### config.mk
export PLATFORM = sky130hd
export DESIGN_NAME = uart_irq_ctrl
export DESIGN_NICKNAME = d
export VERILOG_FILES = /design/src/uart_irq_pkg.sv /design/src/uart_irq_ctrl.sv
export SDC_FILE = /design/constraint.sdc
export NUM_CORES = 1
export LEC_CHECK = 0
export ABC_AREA = 1
export CAP_MARGIN = 20
export CORE_UTILIZATION = 50
export DETAILED_ROUTE_END_ITERATION = 6
export DONT_BUFFER_PORTS = 1
export HOLD_SLACK_MARGIN = 0.03
export MAX_ROUTING_LAYER = met4
export PLACE_DENSITY = 0.68
export SYNTH_ARGS = -nofsm -noshare
export SYNTH_HDL_FRONTEND = slang
export SYNTH_SLANG_ARGS = --single-unit
### constraint.sdc
create_clock -name clk -period 3.7 [get_ports clk]
set_clock_uncertainty 0.05 [all_clocks]
set_input_delay 0.74 -clock clk [delete_from_list [all_inputs] [get_ports clk]]
set_output_delay 0.74 -clock clk [all_outputs]
set_load 0.005 [all_outputs]
### src/uart_irq_pkg.sv
// constants and carrier types for the uart interrupt enable and status block
package uart_irq_pkg;

	// register indices on the internal register port
	localparam logic [3:0] ADDR_RX_HOLD = 4'h0;
	localparam logic [3:0] ADDR_TX_HOLD = 4'h0;
	localparam logic [3:0] ADDR_IER = 4'h1;
	localparam logic [3:0] ADDR_ISR = 4'h2;
	localparam logic [3:0] ADDR_LSR = 4'h5;
	localparam logic [3:0] ADDR_MSR = 4'h6;
	localparam logic [3:0] ADDR_GPIO_LVL = 4'h8;

	// enable register fields
	localparam int IER_RX = 0;
	localparam int IER_TX = 1;
	localparam int IER_LINE = 2;
	localparam int IER_MODEM = 3;
	localparam int IER_SLEEP = 4;
	localparam int IER_XOFF = 5;
	localparam int IER_RTS = 6;
	localparam int IER_CTS = 7;

	// reset values
	localparam logic [7:0] IER_RESET = 8'h00;
	localparam logic [7:0] RDATA_RESET = 8'h00;
	localparam logic [7:0] LSR_RESET = 8'h60;
	localparam logic [7:0] TIMER_RESET = 8'h00;

	// status codes, bits 5..0
	localparam logic [5:0] ISR_LINE = 6'h06;
	localparam logic [5:0] ISR_TIMEOUT = 6'h0C;
	localparam logic [5:0] ISR_RX_DATA = 6'h04;
	localparam logic [5:0] ISR_TX_READY = 6'h02;
	localparam logic [5:0] ISR_MODEM = 6'h00;
	localparam logic [5:0] ISR_FLOW_CHAR = 6'h10;
	localparam logic [5:0] ISR_HANDSHAKE = 6'h20;
	localparam logic [5:0] ISR_NONE = 6'h01;

	// receive time-out: four characters plus twelve bit times
	localparam logic [7:0] TIMEOUT_CHARS = 8'h04;
	localparam logic [7:0] TIMEOUT_EXTRA_BITS = 8'h0C;

	typedef struct packed {
		logic rd;
		logic wr;
		logic [3:0] addr;
		logic [7:0] wdata;
	} host_req_s;

	typedef struct packed {
		logic fifo_en;
		logic enhanced;
		logic auto_rts;
		logic auto_cts;
		logic err_on_entry;
		logic wake_en;
	} config_s;

	typedef struct packed {
		logic [7:0] fill;
		logic [7:0] trigger;
		logic loaded;
		logic overrun;
		logic entry_err;
		logic [2:0] head_err;
		logic fifo_err_any;
		logic [3:0] char_bits;
		logic bit_tick;
	} rx_status_s;

	typedef struct packed {
		logic thr_empty;
		logic below_trigger;
		logic all_empty;
	} tx_status_s;

	typedef struct packed {
		logic [3:0] modem_delta;
		logic rts_n;
		logic cts_n;
		logic xon_match;
		logic xoff_match;
		logic special_match;
		logic wake;
		logic [7:0] gpio_in;
		logic [7:0] gpio_en;
		logic [7:0] gpio_inv;
	} event_s;

endpackage

### src/uart_irq_ctrl.sv
// interrupt enable, prioritised status and clearing for a fifo uart
`timescale 1ns/1ps
`default_nettype none
module uart_irq_ctrl (
	// clock and reset
	input wire logic clk,
	input wire logic resetn,
	// register port
	input wire uart_irq_pkg::host_req_s req,
	output logic [7:0] rdata,
	// uart state
	input wire uart_irq_pkg::config_s cfg,
	input wire uart_irq_pkg::rx_status_s rx,
	input wire uart_irq_pkg::tx_status_s tx,
	input wire uart_irq_pkg::event_s ev,
	// outputs
	output logic irq,
	output logic sleep_mode,
	output logic [7:0] line_status
);

	logic [7:0] ier_reg;
	logic dr_reg, overrun_reg, lsr_int_reg, head_err_prev_reg;
	logic timeout_reg, transmit_ready_event_reg, tx_cond_prev_reg, msr_int_reg;
	logic xo_reg, sp_reg, rts_int_reg, cts_int_reg, rts_prev_reg, cts_prev_reg;
	logic wake_reg, gpio_int_reg;
	logic [7:0] gpio_prev_reg, timer_reg, timer_next;
	logic [7:0] rdata_reg, lsr_reg;
	logic irq_reg;
	logic [5:0] isr_code;
	logic pending, rx_avail, tx_cond;
	logic rd_rhr, wr_thr, rd_isr, rd_lsr, rd_msr, rd_gpio, wr_ier;
	logic err_event, tx_set, expire, rts_rise, cts_rise, gpio_rise;
	logic [7:0] gpio_asserted, timeout_limit;
	logic [7:0] isr_value;

	assign rd_rhr = req.rd && req.addr == uart_irq_pkg::ADDR_RX_HOLD;
	assign wr_thr = req.wr && req.addr == uart_irq_pkg::ADDR_TX_HOLD;
	assign rd_isr = req.rd && req.addr == uart_irq_pkg::ADDR_ISR;
	assign rd_lsr = req.rd && req.addr == uart_irq_pkg::ADDR_LSR;
	assign rd_msr = req.rd && req.addr == uart_irq_pkg::ADDR_MSR;
	assign rd_gpio = req.rd && req.addr == uart_irq_pkg::ADDR_GPIO_LVL;
	assign wr_ier = req.wr && req.addr == uart_irq_pkg::ADDR_IER;

	// enable register; upper half locked unless enhanced functions are on
	always_ff @(posedge clk) begin
		if (!resetn) begin
			ier_reg <= uart_irq_pkg::IER_RESET;
		end else if (wr_ier) begin
			ier_reg[3:0] <= req.wdata[3:0];
			if (cfg.enhanced) begin
				ier_reg[7:4] <= req.wdata[7:4];
			end
		end
	end

	// receive data ready and overrun; set wins over clear
	always_ff @(posedge clk) begin
		if (!resetn) begin
			dr_reg <= 1'b0;
			overrun_reg <= 1'b0;
		end else begin
			if (rx.loaded) begin
				dr_reg <= 1'b1;
			end else if (rx.fill == 8'h00) begin
				dr_reg <= 1'b0;
			end
			if (rx.overrun) begin
				overrun_reg <= 1'b1;
			end else if (rd_lsr) begin
				overrun_reg <= 1'b0;
			end
		end
	end

	// line error event: entry error when err_on_entry is set, else a head-of-fifo error reaching the holding position
	assign err_event = cfg.err_on_entry ? rx.entry_err
		: (rx.head_err != 3'h0 && !head_err_prev_reg);

	always_ff @(posedge clk) begin
		if (!resetn) begin
			head_err_prev_reg <= 1'b0;
			lsr_int_reg <= 1'b0;
		end else begin
			head_err_prev_reg <= rx.head_err != 3'h0;
			if (ier_reg[uart_irq_pkg::IER_LINE] && (rx.overrun || err_event)) begin
				lsr_int_reg <= 1'b1;
			end else if (rd_lsr || !ier_reg[uart_irq_pkg::IER_LINE]) begin
				lsr_int_reg <= 1'b0;
			end
		end
	end

	// polled mode needs nothing extra: these bits are always live
	always_ff @(posedge clk) begin
		if (!resetn) begin
			lsr_reg <= uart_irq_pkg::LSR_RESET;
		end else begin
			lsr_reg <= {rx.fifo_err_any, tx.all_empty, tx.thr_empty, rx.head_err,
				overrun_reg, dr_reg};
		end
	end

	// level source, so a drain below trigger removes it by itself
	assign rx_avail = cfg.fifo_en ? (rx.fill >= rx.trigger) : (rx.fill != 8'h00);

	// idle timer counts bit ticks while data waits unread in fifo mode
	assign timeout_limit = 8'(uart_irq_pkg::TIMEOUT_CHARS * {4'h0, rx.char_bits})
		+ uart_irq_pkg::TIMEOUT_EXTRA_BITS;
	assign expire = rx.bit_tick && timer_reg == timeout_limit - 8'h01;

	always_comb begin
		timer_next = timer_reg;
		if (rx.loaded || rd_rhr || rx.fill == 8'h00 || !cfg.fifo_en) begin
			timer_next = uart_irq_pkg::TIMER_RESET;
		end else if (expire) begin
			timer_next = uart_irq_pkg::TIMER_RESET;
		end else if (rx.bit_tick && timer_reg != timeout_limit) begin
			timer_next = timer_reg + 8'h01;
		end
	end

	always_ff @(posedge clk) begin
		if (!resetn) begin
			timer_reg <= uart_irq_pkg::TIMER_RESET;
			timeout_reg <= 1'b0;
		end else begin
			timer_reg <= timer_next;
			if (expire && ier_reg[uart_irq_pkg::IER_RX]) begin
				timeout_reg <= 1'b1;
			end else if (rd_rhr || !ier_reg[uart_irq_pkg::IER_RX]) begin
				timeout_reg <= 1'b0;
			end
		end
	end

	// transmit ready: edge of the condition, or enable raised while it holds
	assign tx_cond = cfg.fifo_en ? tx.below_trigger : tx.thr_empty;
	assign tx_set = ier_reg[uart_irq_pkg::IER_TX] && tx_cond && !tx_cond_prev_reg
		|| wr_ier && req.wdata[uart_irq_pkg::IER_TX] && !ier_reg[uart_irq_pkg::IER_TX]
		&& tx_cond;

	always_ff @(posedge clk) begin
		if (!resetn) begin
			tx_cond_prev_reg <= 1'b0;
			transmit_ready_event_reg <= 1'b0;
		end else begin
			tx_cond_prev_reg <= tx_cond;
			if (tx_set) begin
				transmit_ready_event_reg <= 1'b1;
			end else if (wr_thr || rd_isr && isr_code == uart_irq_pkg::ISR_TX_READY
				|| !ier_reg[uart_irq_pkg::IER_TX]) begin
				transmit_ready_event_reg <= 1'b0;
			end
		end
	end

	// modem, flow characters and handshake edges
	assign rts_rise = ev.rts_n && !rts_prev_reg && ier_reg[uart_irq_pkg::IER_RTS] && cfg.auto_rts;
	assign cts_rise = ev.cts_n && !cts_prev_reg && ier_reg[uart_irq_pkg::IER_CTS] && cfg.auto_cts;

	always_ff @(posedge clk) begin
		if (!resetn) begin
			msr_int_reg <= 1'b0;
			rts_prev_reg <= 1'b0;
			cts_prev_reg <= 1'b0;
			rts_int_reg <= 1'b0;
			cts_int_reg <= 1'b0;
		end else begin
			rts_prev_reg <= ev.rts_n;
			cts_prev_reg <= ev.cts_n;
			if (ier_reg[uart_irq_pkg::IER_MODEM] && ev.modem_delta != 4'h0) begin
				msr_int_reg <= 1'b1;
			end else if (rd_msr) begin
				msr_int_reg <= 1'b0;
			end
			if (rts_rise) begin
				rts_int_reg <= 1'b1;
			end else if (rd_msr) begin
				rts_int_reg <= 1'b0;
			end
			if (cts_rise) begin
				cts_int_reg <= 1'b1;
			end else if (rd_msr) begin
				cts_int_reg <= 1'b0;
			end
		end
	end

	always_ff @(posedge clk) begin
		if (!resetn) begin
			xo_reg <= 1'b0;
			sp_reg <= 1'b0;
		end else begin
			if (ier_reg[uart_irq_pkg::IER_XOFF] && (ev.xon_match || ev.xoff_match)) begin
				xo_reg <= 1'b1;
			end else if (rd_isr) begin
				xo_reg <= 1'b0;
			end
			if (ier_reg[uart_irq_pkg::IER_XOFF] && ev.special_match) begin
				sp_reg <= 1'b1;
			end else if (rd_isr || rx.loaded) begin
				sp_reg <= 1'b0;
			end
		end
	end

	// wake-up and gpio
	assign gpio_asserted = (ev.gpio_in ^ ev.gpio_inv) & ev.gpio_en;
	assign gpio_rise = (gpio_asserted & ~gpio_prev_reg) != 8'h00;

	always_ff @(posedge clk) begin
		if (!resetn) begin
			wake_reg <= 1'b0;
			gpio_prev_reg <= 8'h00;
			gpio_int_reg <= 1'b0;
		end else begin
			gpio_prev_reg <= gpio_asserted;
			if (ev.wake && cfg.wake_en) begin
				wake_reg <= 1'b1;
			end else if (rd_isr) begin
				wake_reg <= 1'b0;
			end
			if (gpio_rise) begin
				gpio_int_reg <= 1'b1;
			end else if (rd_gpio) begin
				gpio_int_reg <= 1'b0;
			end
		end
	end

	// priority encoder; lower sources wait until the higher one is serviced
	always_comb begin
		if (lsr_int_reg) begin
			isr_code = uart_irq_pkg::ISR_LINE;
		end else if (timeout_reg) begin
			isr_code = uart_irq_pkg::ISR_TIMEOUT;
		end else if (rx_avail && ier_reg[uart_irq_pkg::IER_RX]) begin
			isr_code = uart_irq_pkg::ISR_RX_DATA;
		end else if (transmit_ready_event_reg) begin
			isr_code = uart_irq_pkg::ISR_TX_READY;
		end else if (msr_int_reg) begin
			isr_code = uart_irq_pkg::ISR_MODEM;
		end else if (xo_reg || sp_reg) begin
			isr_code = uart_irq_pkg::ISR_FLOW_CHAR;
		end else if (rts_int_reg || cts_int_reg) begin
			isr_code = uart_irq_pkg::ISR_HANDSHAKE;
		end else begin
			isr_code = uart_irq_pkg::ISR_NONE;
		end
	end

	assign isr_value = {cfg.fifo_en, cfg.fifo_en ^ gpio_int_reg, isr_code};
	// wake-up and gpio drive the pin although the code reads idle
	assign pending = isr_code != uart_irq_pkg::ISR_NONE || wake_reg || gpio_int_reg;

	// read data stands from the cycle after the read strobe
	always_ff @(posedge clk) begin
		if (!resetn) begin
			rdata_reg <= uart_irq_pkg::RDATA_RESET;
		end else if (req.rd) begin
			case (req.addr)
				uart_irq_pkg::ADDR_IER: rdata_reg <= ier_reg;
				uart_irq_pkg::ADDR_ISR: rdata_reg <= isr_value;
				uart_irq_pkg::ADDR_LSR: rdata_reg <= lsr_reg;
				default: rdata_reg <= uart_irq_pkg::RDATA_RESET;
			endcase
		end
	end

	always_ff @(posedge clk) begin
		if (!resetn) begin
			irq_reg <= 1'b0;
		end else begin
			irq_reg <= pending;
		end
	end

	assign rdata = rdata_reg;
	assign irq = irq_reg;
	assign sleep_mode = ier_reg[uart_irq_pkg::IER_SLEEP];
	assign line_status = lsr_reg;

	a_ier_lock: assert property (@(posedge clk) disable iff (!resetn)
		wr_ier && !cfg.enhanced |=> ier_reg[7:4] == $past(ier_reg[7:4]))
		else $error("upper enable bits changed without enhanced mode");
	a_ready_set: assert property (@(posedge clk) disable iff (!resetn)
		rx.loaded |=> dr_reg ##1 lsr_reg[0])
		else $error("data ready not set after load");
	a_line_clear: assert property (@(posedge clk) disable iff (!resetn)
		rd_lsr && !rx.overrun && !err_event |=> !lsr_int_reg)
		else $error("line interrupt survived status read");
	a_line_first: assert property (@(posedge clk) disable iff (!resetn)
		lsr_int_reg |-> isr_code == uart_irq_pkg::ISR_LINE)
		else $error("line source not reported first");
	a_thr_clear: assert property (@(posedge clk) disable iff (!resetn)
		wr_thr && !tx_set |=> !transmit_ready_event_reg)
		else $error("transmit ready not cleared by write");
	a_tx_enable: assert property (@(posedge clk) disable iff (!resetn)
		wr_ier && req.wdata[1] && !ier_reg[1] && tx_cond |=> transmit_ready_event_reg)
		else $error("no transmit interrupt on enable while empty");
	a_timeout_clear: assert property (@(posedge clk) disable iff (!resetn)
		rd_rhr && !expire |=> !timeout_reg)
		else $error("time-out survived receive read");
	a_irq_follow: assert property (@(posedge clk) disable iff (!resetn)
		pending |=> irq)
		else $error("interrupt pin late");
	a_fifo_bit: assert property (@(posedge clk) disable iff (!resetn)
		rd_isr |=> rdata[7] == $past(cfg.fifo_en) && rdata[0] == ($past(isr_code) == 6'h01))
		else $error("status bit 7 or bit 0 wrong");
	a_rts_edge: assert property (@(posedge clk) disable iff (!resetn)
		rts_rise && !rd_msr |=> rts_int_reg ##0 isr_code != uart_irq_pkg::ISR_NONE)
		else $error("rts rise lost");
	a_gpio_clear: assert property (@(posedge clk) disable iff (!resetn)
		rd_gpio && !gpio_rise |=> !gpio_int_reg)
		else $error("gpio interrupt survived level read");

endmodule
`default_nettype wire

Yosys cells after proc, flatten, opt, wreduce, memory -nomap -nowiden
Index checks and enable logic that the tools add are counted.
Word-level totals
  word-level logic and storage cells: 146
  bits of input ports: 87
  register bits after elaboration: 57
Operators by class
  add/subtract/negate cells: 3
  multiplexer cells: 32
  $lt $le $gt $ge: 1
  reduce and logical (&&, ||, !) cells: 72
  equality and inequality tests: 9
  bitwise gates (word level): 6
Operators with widths (number)
  6-bit two-way mux: 7
  1-bit logical AND: 29
  1-bit two-way mux: 24
  8-bit one-hot mux with 3 select lines: 1
  2-bit nonzero test: 12
  8-bit AND: 2
  8-bit nonzero test: 2
  1-bit logical OR: 15
  8-bit by 1-bit adder with 8-bit output (second input constant): 1
  4-bit by 3-bit equality test with 1-bit output (second input constant): 2
  8-bit equality test: 1
  8-bit greater-or-equal comparator: 1
  1-bit zero test: 8
  8-bit zero test: 1
  8-bit by 7-bit != test with 1-bit output: 1
  8-bit inverter: 1
  7-bit by 1-bit subtractor with 8-bit output (second input constant): 1
  8-bit bitwise XOR: 1
  6-bit by 4-bit adder with 7-bit output (second input constant): 1
  6-bit by 2-bit equality test with 1-bit output (second input constant): 1
  6-bit by 1-bit != test with 1-bit output (second input constant): 1
  4-bit by 1-bit equality test with 1-bit output (second input constant): 1
  4-bit by 2-bit equality test with 1-bit output (second input constant): 1
  4-bit equality test (second input constant): 1
  7 further kinds: 7

Longest topological paths before layout
Gate-level depths: netlist of run 1.
  word-level depth: 14
  gate-level depth with buffers: 16
  gate-level depth less buffers: 16

Least setup slack after synthesis of run 1
OpenSTA, ideal clock, no wires.
  path kind: in2reg
  from: input rx[1] in the netlist's numbering
  to: register timer_reg[0]
  data required time: 3.587 ns
  cell stages on the path: 10
  setup time: 0.063 ns
  slack: 1.492 ns
  arrival time: 2.095 ns
  path buffers: 0
  cell sequence: inv_1 ha_1 xor2_1 nand3_1 nor3_2 nand2_4 nand2_8 xor2_2 inv_1 nor2_2
On the way
  word-level cells in the longest chain between the ends: 5
  elaborated cells on any way between the ends: 7
  those cells by class: add/sub (2); eq/ne (2); reduce/logical (3)
Ends and longest elaborated chain
  from (decl): line uart_irq_ctrl.sv:13  | input wire uart_irq_pkg::rx_status_s rx,
  6-bit by 4-bit adder with 7-bit output *: line uart_irq_ctrl.sv:109  | + uart_irq_pkg::TIMEOUT_EXTRA_BITS;
  7-bit by 1-bit subtractor with 8-bit output: line uart_irq_ctrl.sv:110  | assign expire = rx.bit_tick && timer_reg == timeout_limit - 8'h01;
  8-bit equality test: line uart_irq_ctrl.sv:110
  1-bit logical AND: line uart_irq_ctrl.sv:110
  3-bit OR reduction (no source line)
  to (signal assigned): line uart_irq_ctrl.sv:125  | timer_reg <= uart_irq_pkg::TIMER_RESET;
  to (signal assigned): line uart_irq_ctrl.sv:128  | timer_reg <= timer_next;
  to (decl): line uart_irq_ctrl.sv:27  | logic [7:0] gpio_prev_reg, timer_reg, timer_next;
Every way passes the cells marked *; elsewhere a longest branch is shown, timed or not.
A chain may end at the register's enable or synchronous reset.

Worst setup path in the final report of run 1
  from: input rx[1] in the netlist's numbering
  to: register timer_reg[3]
Same word-level chain as after synthesis.

==> summary.md, run 1 <==
| Metric | Value |
|---|---|
| Overall Global Routing Usage | `around 23%` |
| Post-synthesis mux area share | `0%` |
| NetSw | `around 0.33 mW` |
| # IOs | `roughly 110` |
| First-pass DRT Iterations | `4` |
| Vias | `2678` |
| First-pass GRT wire length | `between 10 and 15 mm` |
| Die W | `roughly 80 um` |
| Routed wire length per instance | `~13 um` |
| Largest net degree at the start of global routing | `32` |
| # diodes | `0` |
| Clock latency on the worst-skew pair | `roughly 330 ps` |
| Final period utilization | `53.06%` |
| Clock Sink Count | `57` |
| Max Freq | `approximately 500 MHz` |
| Hold path endpoint | `line_status[0]` |
| Die H | `slightly above 80 um` |
| Cell Area, Synth | `around 3100 um2` |
| Port-buffer cells | `0` |
| Commonest non-fill, non-tap cells in the layout | `nand2_1, inv_1, nor2_1, dfxtp_1, a21oi_1` |
| Status | `complete, no violations` |
| Largest family of logic cells by synthesized area | `simple AND/OR/NAND/NOR gates` |
| Register Area | `1141 um2` |
| Worst path required time | `3880 ps` |
| Clock root buffer | `clkbuf_8` |
| Routability cong. | `between 0.8 and 0.9` |
| Most common cell after layout, fill and taps aside | `nand2_1` |
| Syn Nets | `550` |
| Unrepaired setup endpoints after global routing | `false` |
| CP max FO | `8` |
| Post-CTS Setup Inserts | `0` |
| Max-slew violations | `0` |
| PwrDens | `roughly 380 nW/um2` |
| Vias in the first global route | `between 2000 and 2500` |
| Core area | `between 5000 and 6000 um2` |
| Comb pwr share | `a little under a tenth` |
| Fillers | `584` |
| DRC Markers | `0` |
| Num CTS Buffers | `9` |
| Internal | `approximately 0.94 mW` |
| Ys Warns | `0` |
| Clock Power Share | `39.7%` |
| Post-synthesis simple-gate area fraction | `31.14%` |
| Final Hold Vio Count | `0` |
| Placed cell area | `between 3000 and 4000 um2` |
| Yosys reg bits | `57` |
| Share of layout cells above drive strength 1 | `slightly above 6%` |
| Hold Crit Depth | `2` |
| CP endpoint kind | `flop` |
| Final hold slack | `between 300 and 400 ps` |
| CTS tree | `built` |
| Initial antenna violation count | `0` |
| FF-to-FF Start | `timer_reg[0]` |
| Reg2reg setup slack | `roughly 2000 ps` |
| H-tree depth | `3` |
| Yosys cell types | `35` |
| Endpoints failing setup | `0` |
| Final instance area | `3299 um2` |
| Synth Instances | `around 450` |
| Crit path DAT | `~2100 ps` |
| Post-Synth Adder-Cell Area | `between 4 and 5%` |
| Worst slew pin tran | `approximately 960 ps` |
| Final HPWL DP | `roughly 5.4 mm` |
| HP Start | `dr_reg` |
| Setup CP Type | `input port to flop` |
| Multi-input logic area | `approximately 1600 um2` |
| Minimum clock period | `around 2000 ps` |
| Clk slew on worst S/H paths | `roughly 60 ps` |
| Max-cap violations | `0` |
| Routed wire length | `6.860 mm` |
| Syn avg cell area | `6.816 um2` |
| Clk buf depth | `2` |
| Synth Area in Compound Gates | `around 11%` |
| Row count | `28` |
| Die Area | `6466 um2` |
| CP Launch Type | `input port` |
| Place WS | `between 1000 and 1500 ps` |
| Total leakage power | `roughly 1.5 nW` |
| Initial DRC count | `95` |
| Final setup TNS | `0 ps` |
| Max-slew headroom | `between 30% and 40%` |
| Switching Fraction | `between 20% and 30%` |
| Max VDD drop | `between 300 and 400 uV` |
| Final nets | `between 500 and 600` |
| Gr ovfl total | `0` |
| Sequential share of power | `50.8%` |
| Cts hold-fix bufs | `0` |
| Area grow syn2layout | `7.326%` |
| R2R depth | `11` |
| Hold crit path type | `flop to flop` |
| Post-route worst setup slack | `between 1500 and 2000 ps` |
| Register area share after synthesis | `a little under two fifths` |
| Starting density of the core | `about half` |
| Fraction of synthesized cell area in xor and xnor cells | `roughly 5.6%` |
| Reg2reg end | `timer_reg[0]` |
| Vias per std cell | `approximately 5` |
| Antenna-violating nets left | `0` |
| Post-cts gate resize count | `0` |
[worst max-delay path: stages]
cell and delay [ps]:
inv_1 50, ha_1 210, inv_1 70, nand2_1 50, nand2_1 120, nand2_1 60, nor2_1 160, nand3_1 110
xor2_1 160, nor2_1 130, nand2_2 100, nand2_4 120, nor2_2 50
[stage by stage]
stage	std cells	util, %	total power [mW]
final	534	55.73	1.270
after detailed placement	518	52.81	0.7795
after global placement	518	52.81	0.7758
after floorplan	451	-	0.7617
after global routing	534	55.73	1.329
after CTS	534	55.73	1.279
[area by class of cell]
cell class                 instances  share of cell area, %
clock buffer                      11                  4.285
clock inverter                     5                 0.9480
inverter                          75                  8.532
multi-input combinational        311                  48.81
sequential                        57                  34.58
tap                               75                  2.844
[how the worst max path moves through the flow]
stage	startpoint	to	slack (ps)
4_1_cts	rx[1]	timer_reg[0]	1730
2_1_floorplan	rx[1]	timer_reg[0]	1490
3_5_place_dp	rx[1]	timer_reg[0]	1390
5_1_grt	rx[1]	timer_reg[6]	1550
6_report	rx[1]	timer_reg[3]	1740
3_3_place_gp	rx[1]	timer_reg[6]	1420
[power by group through the flow]
stage / clock (mW) / combinational [mW] / sequential (mW)
floorplan: 0 / 0.106 / 0.655
global placement: 0 / 0.117 / 0.659
detailed placement: 0 / 0.120 / 0.659
CTS: 0.512 / 0.122 / 0.645
global route: 0.542 / 0.140 / 0.647
finish: 0.505 / 0.120 / 0.645
[routing by layer]
layer | global-route usage [%] | part of all wire, % | vias up
li1 | - | - | 1425
met1 | 28.64 | 45 | 1141
met2 | 34.15 | 45 | 100
met3 | 6.023 | 8.0 | 12
met4 | 10.18 | 2.1 | 0
met5 | - | 0 | -
[synthesized netlist by cell type (all sizes together)]
cell | n | area, um2
nand2 | 119 | 480.5
inv | 74 | 277.8
nor2 | 60 | 232.7
dfxtp | 57 | 1141
a21oi | 26 | 130.1
o21ai | 21 | 108.9
nand3 | 20 | 100.1
xor2 | 14 | 145.1
ha | 12 | 150.1
nand4 | 11 | 68.82
nor3 | 10 | 55.05
clkbuf | 7 | 36.28
o21bai | 4 | 30.03
xnor2 | 3 | 26.28
o22ai | 2 | 12.51
a2111oi | 1 | 8.760
a211oi | 1 | 7.510
buf | 1 | 5.000
clkinv | 1 | 3.750
nor3b | 1 | 7.510
nor4 | 1 | 6.260
o211ai | 1 | 7.510
o221ai | 1 | 8.760
o32ai | 1 | 8.760
o41ai | 1 | 8.760
or2 | 1 | 6.260
[cell families (layout without fill, tap and decap cells)]
| kind of cell | count (synthesis) | count (layout) |
|---|---|---|
| and+or+nand+nor | 223 | 223 |
| buffers and inverters | 83 | 91 |
| AOI/OAI and AO/OA | 59 | 59 |
| DFF | 57 | 57 |
| xor gates and xnor gates | 17 | 17 |
| adders and majority gates | 12 | 12 |
(Power assumes the default switching activity.)
==> run 2: changes to the inputs <==
==> constraint.sdc (replaced) <==
create_clock -name clk -period 1.85 [get_ports clk]
set_clock_uncertainty 0.05 [all_clocks]
set_input_delay 0.37 -clock clk [delete_from_list [all_inputs] [get_ports clk]]
set_output_delay 0.37 -clock clk [all_outputs]
set_load 0.005 [all_outputs]
==> run 2 against run 1 <==
Core utilization up 1.2 points. First-iteration DRC count is 4.2% lower. Via count grew 2.7%. Register-to-register slack got worse by 1800 ps. Sequential power grew 100%. Clock power grew 110%. Hold slack got worse by 330 ps. Die area unchanged. Final cell count up 1.3%. Routed wire length up 1.3%. Count of clock-buffer cells in the layout rose by 1. Worst setup slack got worse by 1500 ps. Largest power group unchanged.
==> summary.md, run 2 (synthesis results as in run 1) <==
| Metric | Value |
|---|---|
| CTS tree | `built (unchanged)` |
| DRC Markers | `0 (unchanged)` |
| Routed wire length per instance | `12.84 um (was 12.85 um)` |
| Post-CTS Setup Inserts | `0 (unchanged)` |
| Die W | `80.41 um (unchanged)` |
| Pwr Total | `2.622 mW (was 1.270 mW)` |
| Unrepaired setup endpoints after global routing | `false (unchanged)` |
| Max Freq | `608.4 MHz` |
| Max-slew headroom | `64.51% (was 35.85%)` |
| Initial DRC count | `91 (was 95)` |
| Antenna-violating nets left | `0 (unchanged)` |
| Placed Instances | `525 (was 518)` |
| First-pass DRT Iterations | `4 (unchanged)` |
| Clk buf depth | `2 (unchanged)` |
| Final nets | `560 (was 553)` |
| Final setup TNS | `0 ps (unchanged)` |
| Worst slew pin tran | `525.4 ps (was 961.2 ps)` |
| Vias in the first global route | `2533 (was 2445)` |
| CP max FO | `8 (unchanged)` |
| Area grow syn2layout | `9.646% (was 7.326%)` |
| Clock root buffer | `clkbuf_8 (unchanged)` |
| Total leakage power | `1.543 nW (was 1.498 nW)` |
| Port-buffer cells | `0 (unchanged)` |
| Place WS | `-90.46 ps (was 1395 ps)` |
| Die H | `80.41 um (unchanged)` |
| Crit path DAT | `1820 ps (was 2140 ps)` |
| Post-route worst setup slack | `206.2 ps (was 1737 ps)` |
| Most common cell after layout, fill and taps aside | `nand2_1 (unchanged)` |
| Max VDD drop | `628.7 uV (was 320.9 uV)` |
| Max-cap violations | `0 (unchanged)` |
| Final hold slack | `43.33 ps (was 377.4 ps)` |
| Clock latency on the worst-skew pair | `340 ps (was 330 ps)` |
| Setup CP Type | `flop to flop (was input port to flop)` |
| Cell Count, Final, Fillers Out | `541 (was 534)` |
| Largest net degree at the start of global routing | `31 (was 32)` |
| Worst path required time | `2030 ps (was 3880 ps)` |
| Minimum clock period | `~1600 ps` |
| Clk slew on worst S/H paths | `70 ps (was 60 ps)` |
| # diodes | `0 (unchanged)` |
| Final instance area | `3371 um2 (was 3299 um2)` |
| Placed cell area | `3179 um2 (was 3127 um2)` |
| Endpoints failing setup | `0 (unchanged)` |
| Clock Sink Count | `57 (unchanged)` |
| Initial antenna violation count | `0 (unchanged)` |
| Gr ovfl total | `0 (unchanged)` |
| Core area | `5921 um2 (unchanged)` |
| Vias per std cell | `5.085 (was 5.015)` |
| Num CTS Buffers | `9 (unchanged)` |
| Max-slew violations | `0 (unchanged)` |
| Row count | `28 (unchanged)` |
| CP Launch Type | `flop (was input port)` |
| # IOs | `105 (unchanged)` |
| Routed wire length | `6.947 mm (was 6.860 mm)` |
| H-tree depth | `3 (unchanged)` |
| PwrDens | `777.8 nW/um2 (was 384.8 nW/um2)` |
| Routability cong. | `0.8740 (was 0.8876)` |
| Vias | `2751 (was 2678)` |
| First-pass GRT wire length | `11.14 mm (was 10.90 mm)` |
| Final HPWL DP | `5.498 mm (was 5.443 mm)` |
| Die Area | `6466 um2 (unchanged)` |
| Layout Utilization | `56.93% (was 55.73%)` |
| Status | `complete, no violations (unchanged)` |
| Overall Global Routing Usage | `23.15% (was 22.78%)` |
| Hold crit path type | `input port to flop (was flop to flop)` |
| Final period utilization | `88.85%` |
| CP endpoint kind | `flop (unchanged)` |
| Starting density of the core | `51.92% (unchanged)` |
| Final Hold Vio Count | `0 (unchanged)` |
| Commonest non-fill, non-tap cells in the layout | `nand2_1, inv_1, nor2_1, dfxtp_1, a21oi_1 (unchanged)` |
| Share of layout cells above drive strength 1 | `7.940% (was 6.100%)` |
## run 2: cell count changes in the layout (fill, tap and decap cells not counted)
cell and delta:
inv_1 -1, inv_2 +1, clkbuf_1 -1, buf_4 +7
clkbuf_8 +2, clkinv_2 -1
## run 2: what timing repair did
item                                   CTS  global route
setup endpoints to repair                0             8
endpoints found under the hold margin    0             0
hold buffers                             0             0
resized for setup                        0             1
## run 2: power breakdown
group          total (mW)  switching (mW)  internal (mW)
registers            1.29          0.0219           1.27
clock network        1.08           0.488          0.592
logic               0.251           0.151          0.100
## run 2: per-layer routing
layer | GRT usage [%] | vias to the layer above | wire length, um
li1 | - | 1436 | -
met1 | 27.75 | 1206 | 3070
met2 | 36.44 | 95 | 3167
met3 | 6.591 | 14 | 580
met4 | 9.464 | 0 | 129
met5 | - | - | 0
## run 2: final timing paths
path / cells past startpoint / endpoint / start / slack [ps]
max: 9 / timer_reg[4] / timer_reg[3] / 210
min: 1 / line_status[5] / resetn / 40
max reg2reg: 9 / timer_reg[4] / timer_reg[3] / 210
min reg2reg: 2 / timeout_reg / ier_reg[0] / 390
## run 2: critical path: stages (launching register included)
cell      delay [ps]
dfxtp_1          420
xor2_1           250
xor2_1           120
o21bai_1         180
inv_1             60
o21ai_0           70
nor2_1           120
nand2_2           90
nand2_4          120
nor2_1            50
## run 2: cell type report
cell class	instances	area (um2)
multi-input combinational	311	1610
tap	75	93.84
inverter	75	281.5
timing repair buffer	7	52.55
clock buffer	12	165.2
clock inverter	4	26.28
sequential	57	1141
fill	596	2550
==> run 3: changes to the inputs <==
--- a/config.mk
+++ b/config.mk
@@ -7,12 +7,12 @@
 export LEC_CHECK = 0
 export ABC_AREA = 1
 export CAP_MARGIN = 20
-export CORE_UTILIZATION = 50
+export CORE_UTILIZATION = 25
 export DETAILED_ROUTE_END_ITERATION = 6
 export DONT_BUFFER_PORTS = 1
 export HOLD_SLACK_MARGIN = 0.03
 export MAX_ROUTING_LAYER = met4
-export PLACE_DENSITY = 0.68
+export PLACE_DENSITY = 0.41
 export SYNTH_ARGS = -nofsm -noshare
 export SYNTH_HDL_FRONTEND = slang
 export SYNTH_SLANG_ARGS = --single-unit
==> run 3 against run 2 <==
Sequential share of layout area shrank 2.1 points. Flip-flop and latch count is the same. Register-to-register slack is essentially flat. Final cell count grew 13%. Routed wire length grew 15%. Non-clock buffer count grew 1. Die area grew 97%. Combinational power grew 2%. Clock power grew 60%. Largest power group is now clock. Highest routed layer unchanged.
==> summary.md, run 3 (synthesis results as in run 1) <==
| Metric | Value |
|---|---|
| Status | `complete, no violations (unchanged)` |
| Cts hold-fix bufs | `0 (unchanged)` |
| Pwr Total | `3.280 mW (was 2.622 mW)` |
| Routed wire length per instance | `13.00 um (was 12.84 um)` |
| Clock latency on the worst-skew pair | `320 ps (was 340 ps)` |
| Max-cap violations | `0 (unchanged)` |
| Clock Power Share | `52.8% (was 41.2%)` |
| Place WS | `-78.37 ps (was -90.46 ps)` |
| # diodes | `0 (unchanged)` |
| Cell Count, Final, Fillers Out | `614 (was 541)` |
| Vias in the first global route | `2586 (was 2533)` |
| CTS tree | `built (unchanged)` |
| Endpoints failing setup | `0 (unchanged)` |
| Clock Sink Count | `57 (unchanged)` |
| First-pass GRT wire length | `13.02 mm (was 11.14 mm)` |
| Overall Global Routing Usage | `13.73% (was 23.15%)` |
| Vias | `2727 (was 2751)` |
| Post-CTS Setup Inserts | `0 (unchanged)` |
| Placed Instances | `598 (was 525)` |
| Max Freq | `609.0 MHz (was 608.4 MHz)` |
| Clock root buffer | `clkbuf_16 (was clkbuf_8)` |
| Final instance area | `3590 um2 (was 3371 um2)` |
| Largest net degree at the start of global routing | `31 (unchanged)` |
| Hold crit path type | `input port to flop (unchanged)` |
| Clk slew on worst S/H paths | `50 ps (was 70 ps)` |
| Core area | `12010 um2 (was 5921 um2)` |
| Total leakage power | `1.595 nW (was 1.543 nW)` |
| Final HPWL DP | `6.404 mm (was 5.498 mm)` |
| Area grow syn2layout | `16.77% (was 9.646%)` |
| H-tree depth | `3 (unchanged)` |
| Multi-input logic area | `1610 um2 (unchanged)` |
| PwrDens | `913.7 nW/um2 (was 777.8 nW/um2)` |
| Routability cong. | `0.7870 (was 0.8740)` |
| Final Hold Vio Count | `0 (unchanged)` |
| Placed cell area | `3277 um2 (was 3179 um2)` |
| Max-slew violations | `0 (unchanged)` |
| Worst path required time | `2070 ps (was 2030 ps)` |
| Antenna-violating nets left | `0 (unchanged)` |
| Final period utilization | `88.75% (was 88.85%)` |
| Setup CP Type | `flop to flop (unchanged)` |
| DRC Markers | `0 (unchanged)` |
| Comb pwr share | `7.8% (was 9.6%)` |
| Gr ovfl total | `0 (unchanged)` |
| Die H | `112.9 um (was 80.41 um)` |
| Internal | `2.547 mW (was 1.961 mW)` |
| Final nets | `561 (was 560)` |
| Row count | `40 (was 28)` |
| NetSw | `0.7325 mW (was 0.6610 mW)` |
| CP Launch Type | `flop (unchanged)` |
| Register Area | `1141 um2 (unchanged)` |
| Final hold slack | `59.75 ps (was 43.33 ps)` |
| Most common cell after layout, fill and taps aside | `nand2_1 (unchanged)` |
| Die Area | `12740 um2 (was 6466 um2)` |
| Die W | `112.9 um (was 80.41 um)` |
| Fillers | `1367 (was 596)` |
| Num CTS Buffers | `9 (unchanged)` |
| Initial DRC count | `85 (was 91)` |
| Initial antenna violation count | `0 (unchanged)` |
| Worst slew pin tran | `583.9 ps (was 525.4 ps)` |
| Commonest non-fill, non-tap cells in the layout | `nand2_1, inv_1, nor2_1, dfxtp_1, a21oi_1 (unchanged)` |
| Post-route worst setup slack | `208.0 ps (was 206.2 ps)` |
| Sequential share of power | `39.4% (was 49.2%)` |
| Switching Fraction | `22.33% (was 25.21%)` |
| Port-buffer cells | `0 (unchanged)` |
| Max VDD drop | `430.8 uV (was 628.7 uV)` |
| CP endpoint kind | `flop (unchanged)` |
| Share of layout cells above drive strength 1 | `7.495% (was 7.940%)` |
| Minimum clock period | `1642 ps (was 1644 ps)` |
| CP max FO | `10 (was 8)` |
| Vias per std cell | `4.441 (was 5.085)` |
| # IOs | `105 (unchanged)` |
| Routed wire length | `7.985 mm (was 6.947 mm)` |
| Max-slew headroom | `60.56% (was 64.51%)` |
| Crit path DAT | `1860 ps (was 1820 ps)` |
| First-pass DRT Iterations | `4 (unchanged)` |
| Unrepaired setup endpoints after global routing | `false (unchanged)` |
| Clk buf depth | `2 (unchanged)` |
| Starting density of the core | `25.59% (was 51.92%)` |
run 3: worst max-delay path: stages, from the launching register on:
cell	delay (ps)
dfxtp_1	320
inv_1	130
ha_1	160
nand2_1	50
nor2_1	90
nand3_1	100
nor3_2	190
nand2_4	120
nand2_8	110
nand2_1	50
o21ai_1	80
inv_1	60
nor2_2	80
run 3: final timing paths:
check,start,end,slack [ps],cells after the start
setup / recovery,timer_reg[0],timer_reg[5],210,12
hold / removal,resetn,line_status[5],60,1
setup reg to reg,timer_reg[0],timer_reg[5],210,12
hold reg to reg,overrun_reg,line_status[1],380,2
run 3: layout make-up:
type | count | area share, %
clock buffers | 11 | 6.483
clock inverters | 5 | 2.231
flip-flops and latches | 57 | 31.79
multi-input cells | 311 | 44.86
repair buffers | 8 | 1.673
inverters | 75 | 7.842
well taps | 147 | 5.124
run 3: metal layers:
layer	wire length [um]	part of all wire (%)	vias to the layer above	GRT usage, %
met2	3723	47	66	21.77
li1	-	-	1436	-
met5	0	0	-	-
met4	115	1.4	0	3.596
met3	482	6.0	10	4.499
met1	3663	46	1215	16.79
run 3: power groups by stage:
stage | sequential, mW | clock, mW | combinational (mW)
final | 1.29 | 1.73 | 0.255
after global routing | 1.30 | 1.84 | 0.300
after CTS | 1.29 | 1.78 | 0.261
after detailed placement | 1.32 | 0 | 0.259
after global placement | 1.32 | 0 | 0.256
after floorplan | 1.31 | 0 | 0.213
run 3: repair_timing:
item                                    in CTS  in global routing
hold endpoints to repair                     0                  0
gates resized for setup                      0                  0
endpoints found under the setup margin       0                  7
run 3: metrics by stage:
stage / TNS (ps) / util (%)
2_1_floorplan: 0 / -
3_3_place_gp: -293.2 / 27.28
3_5_place_dp: -476.7 / 27.28
4_1_cts: 0 / 29.89
5_1_grt: 0 / 29.89
6_report: 0 / 29.89
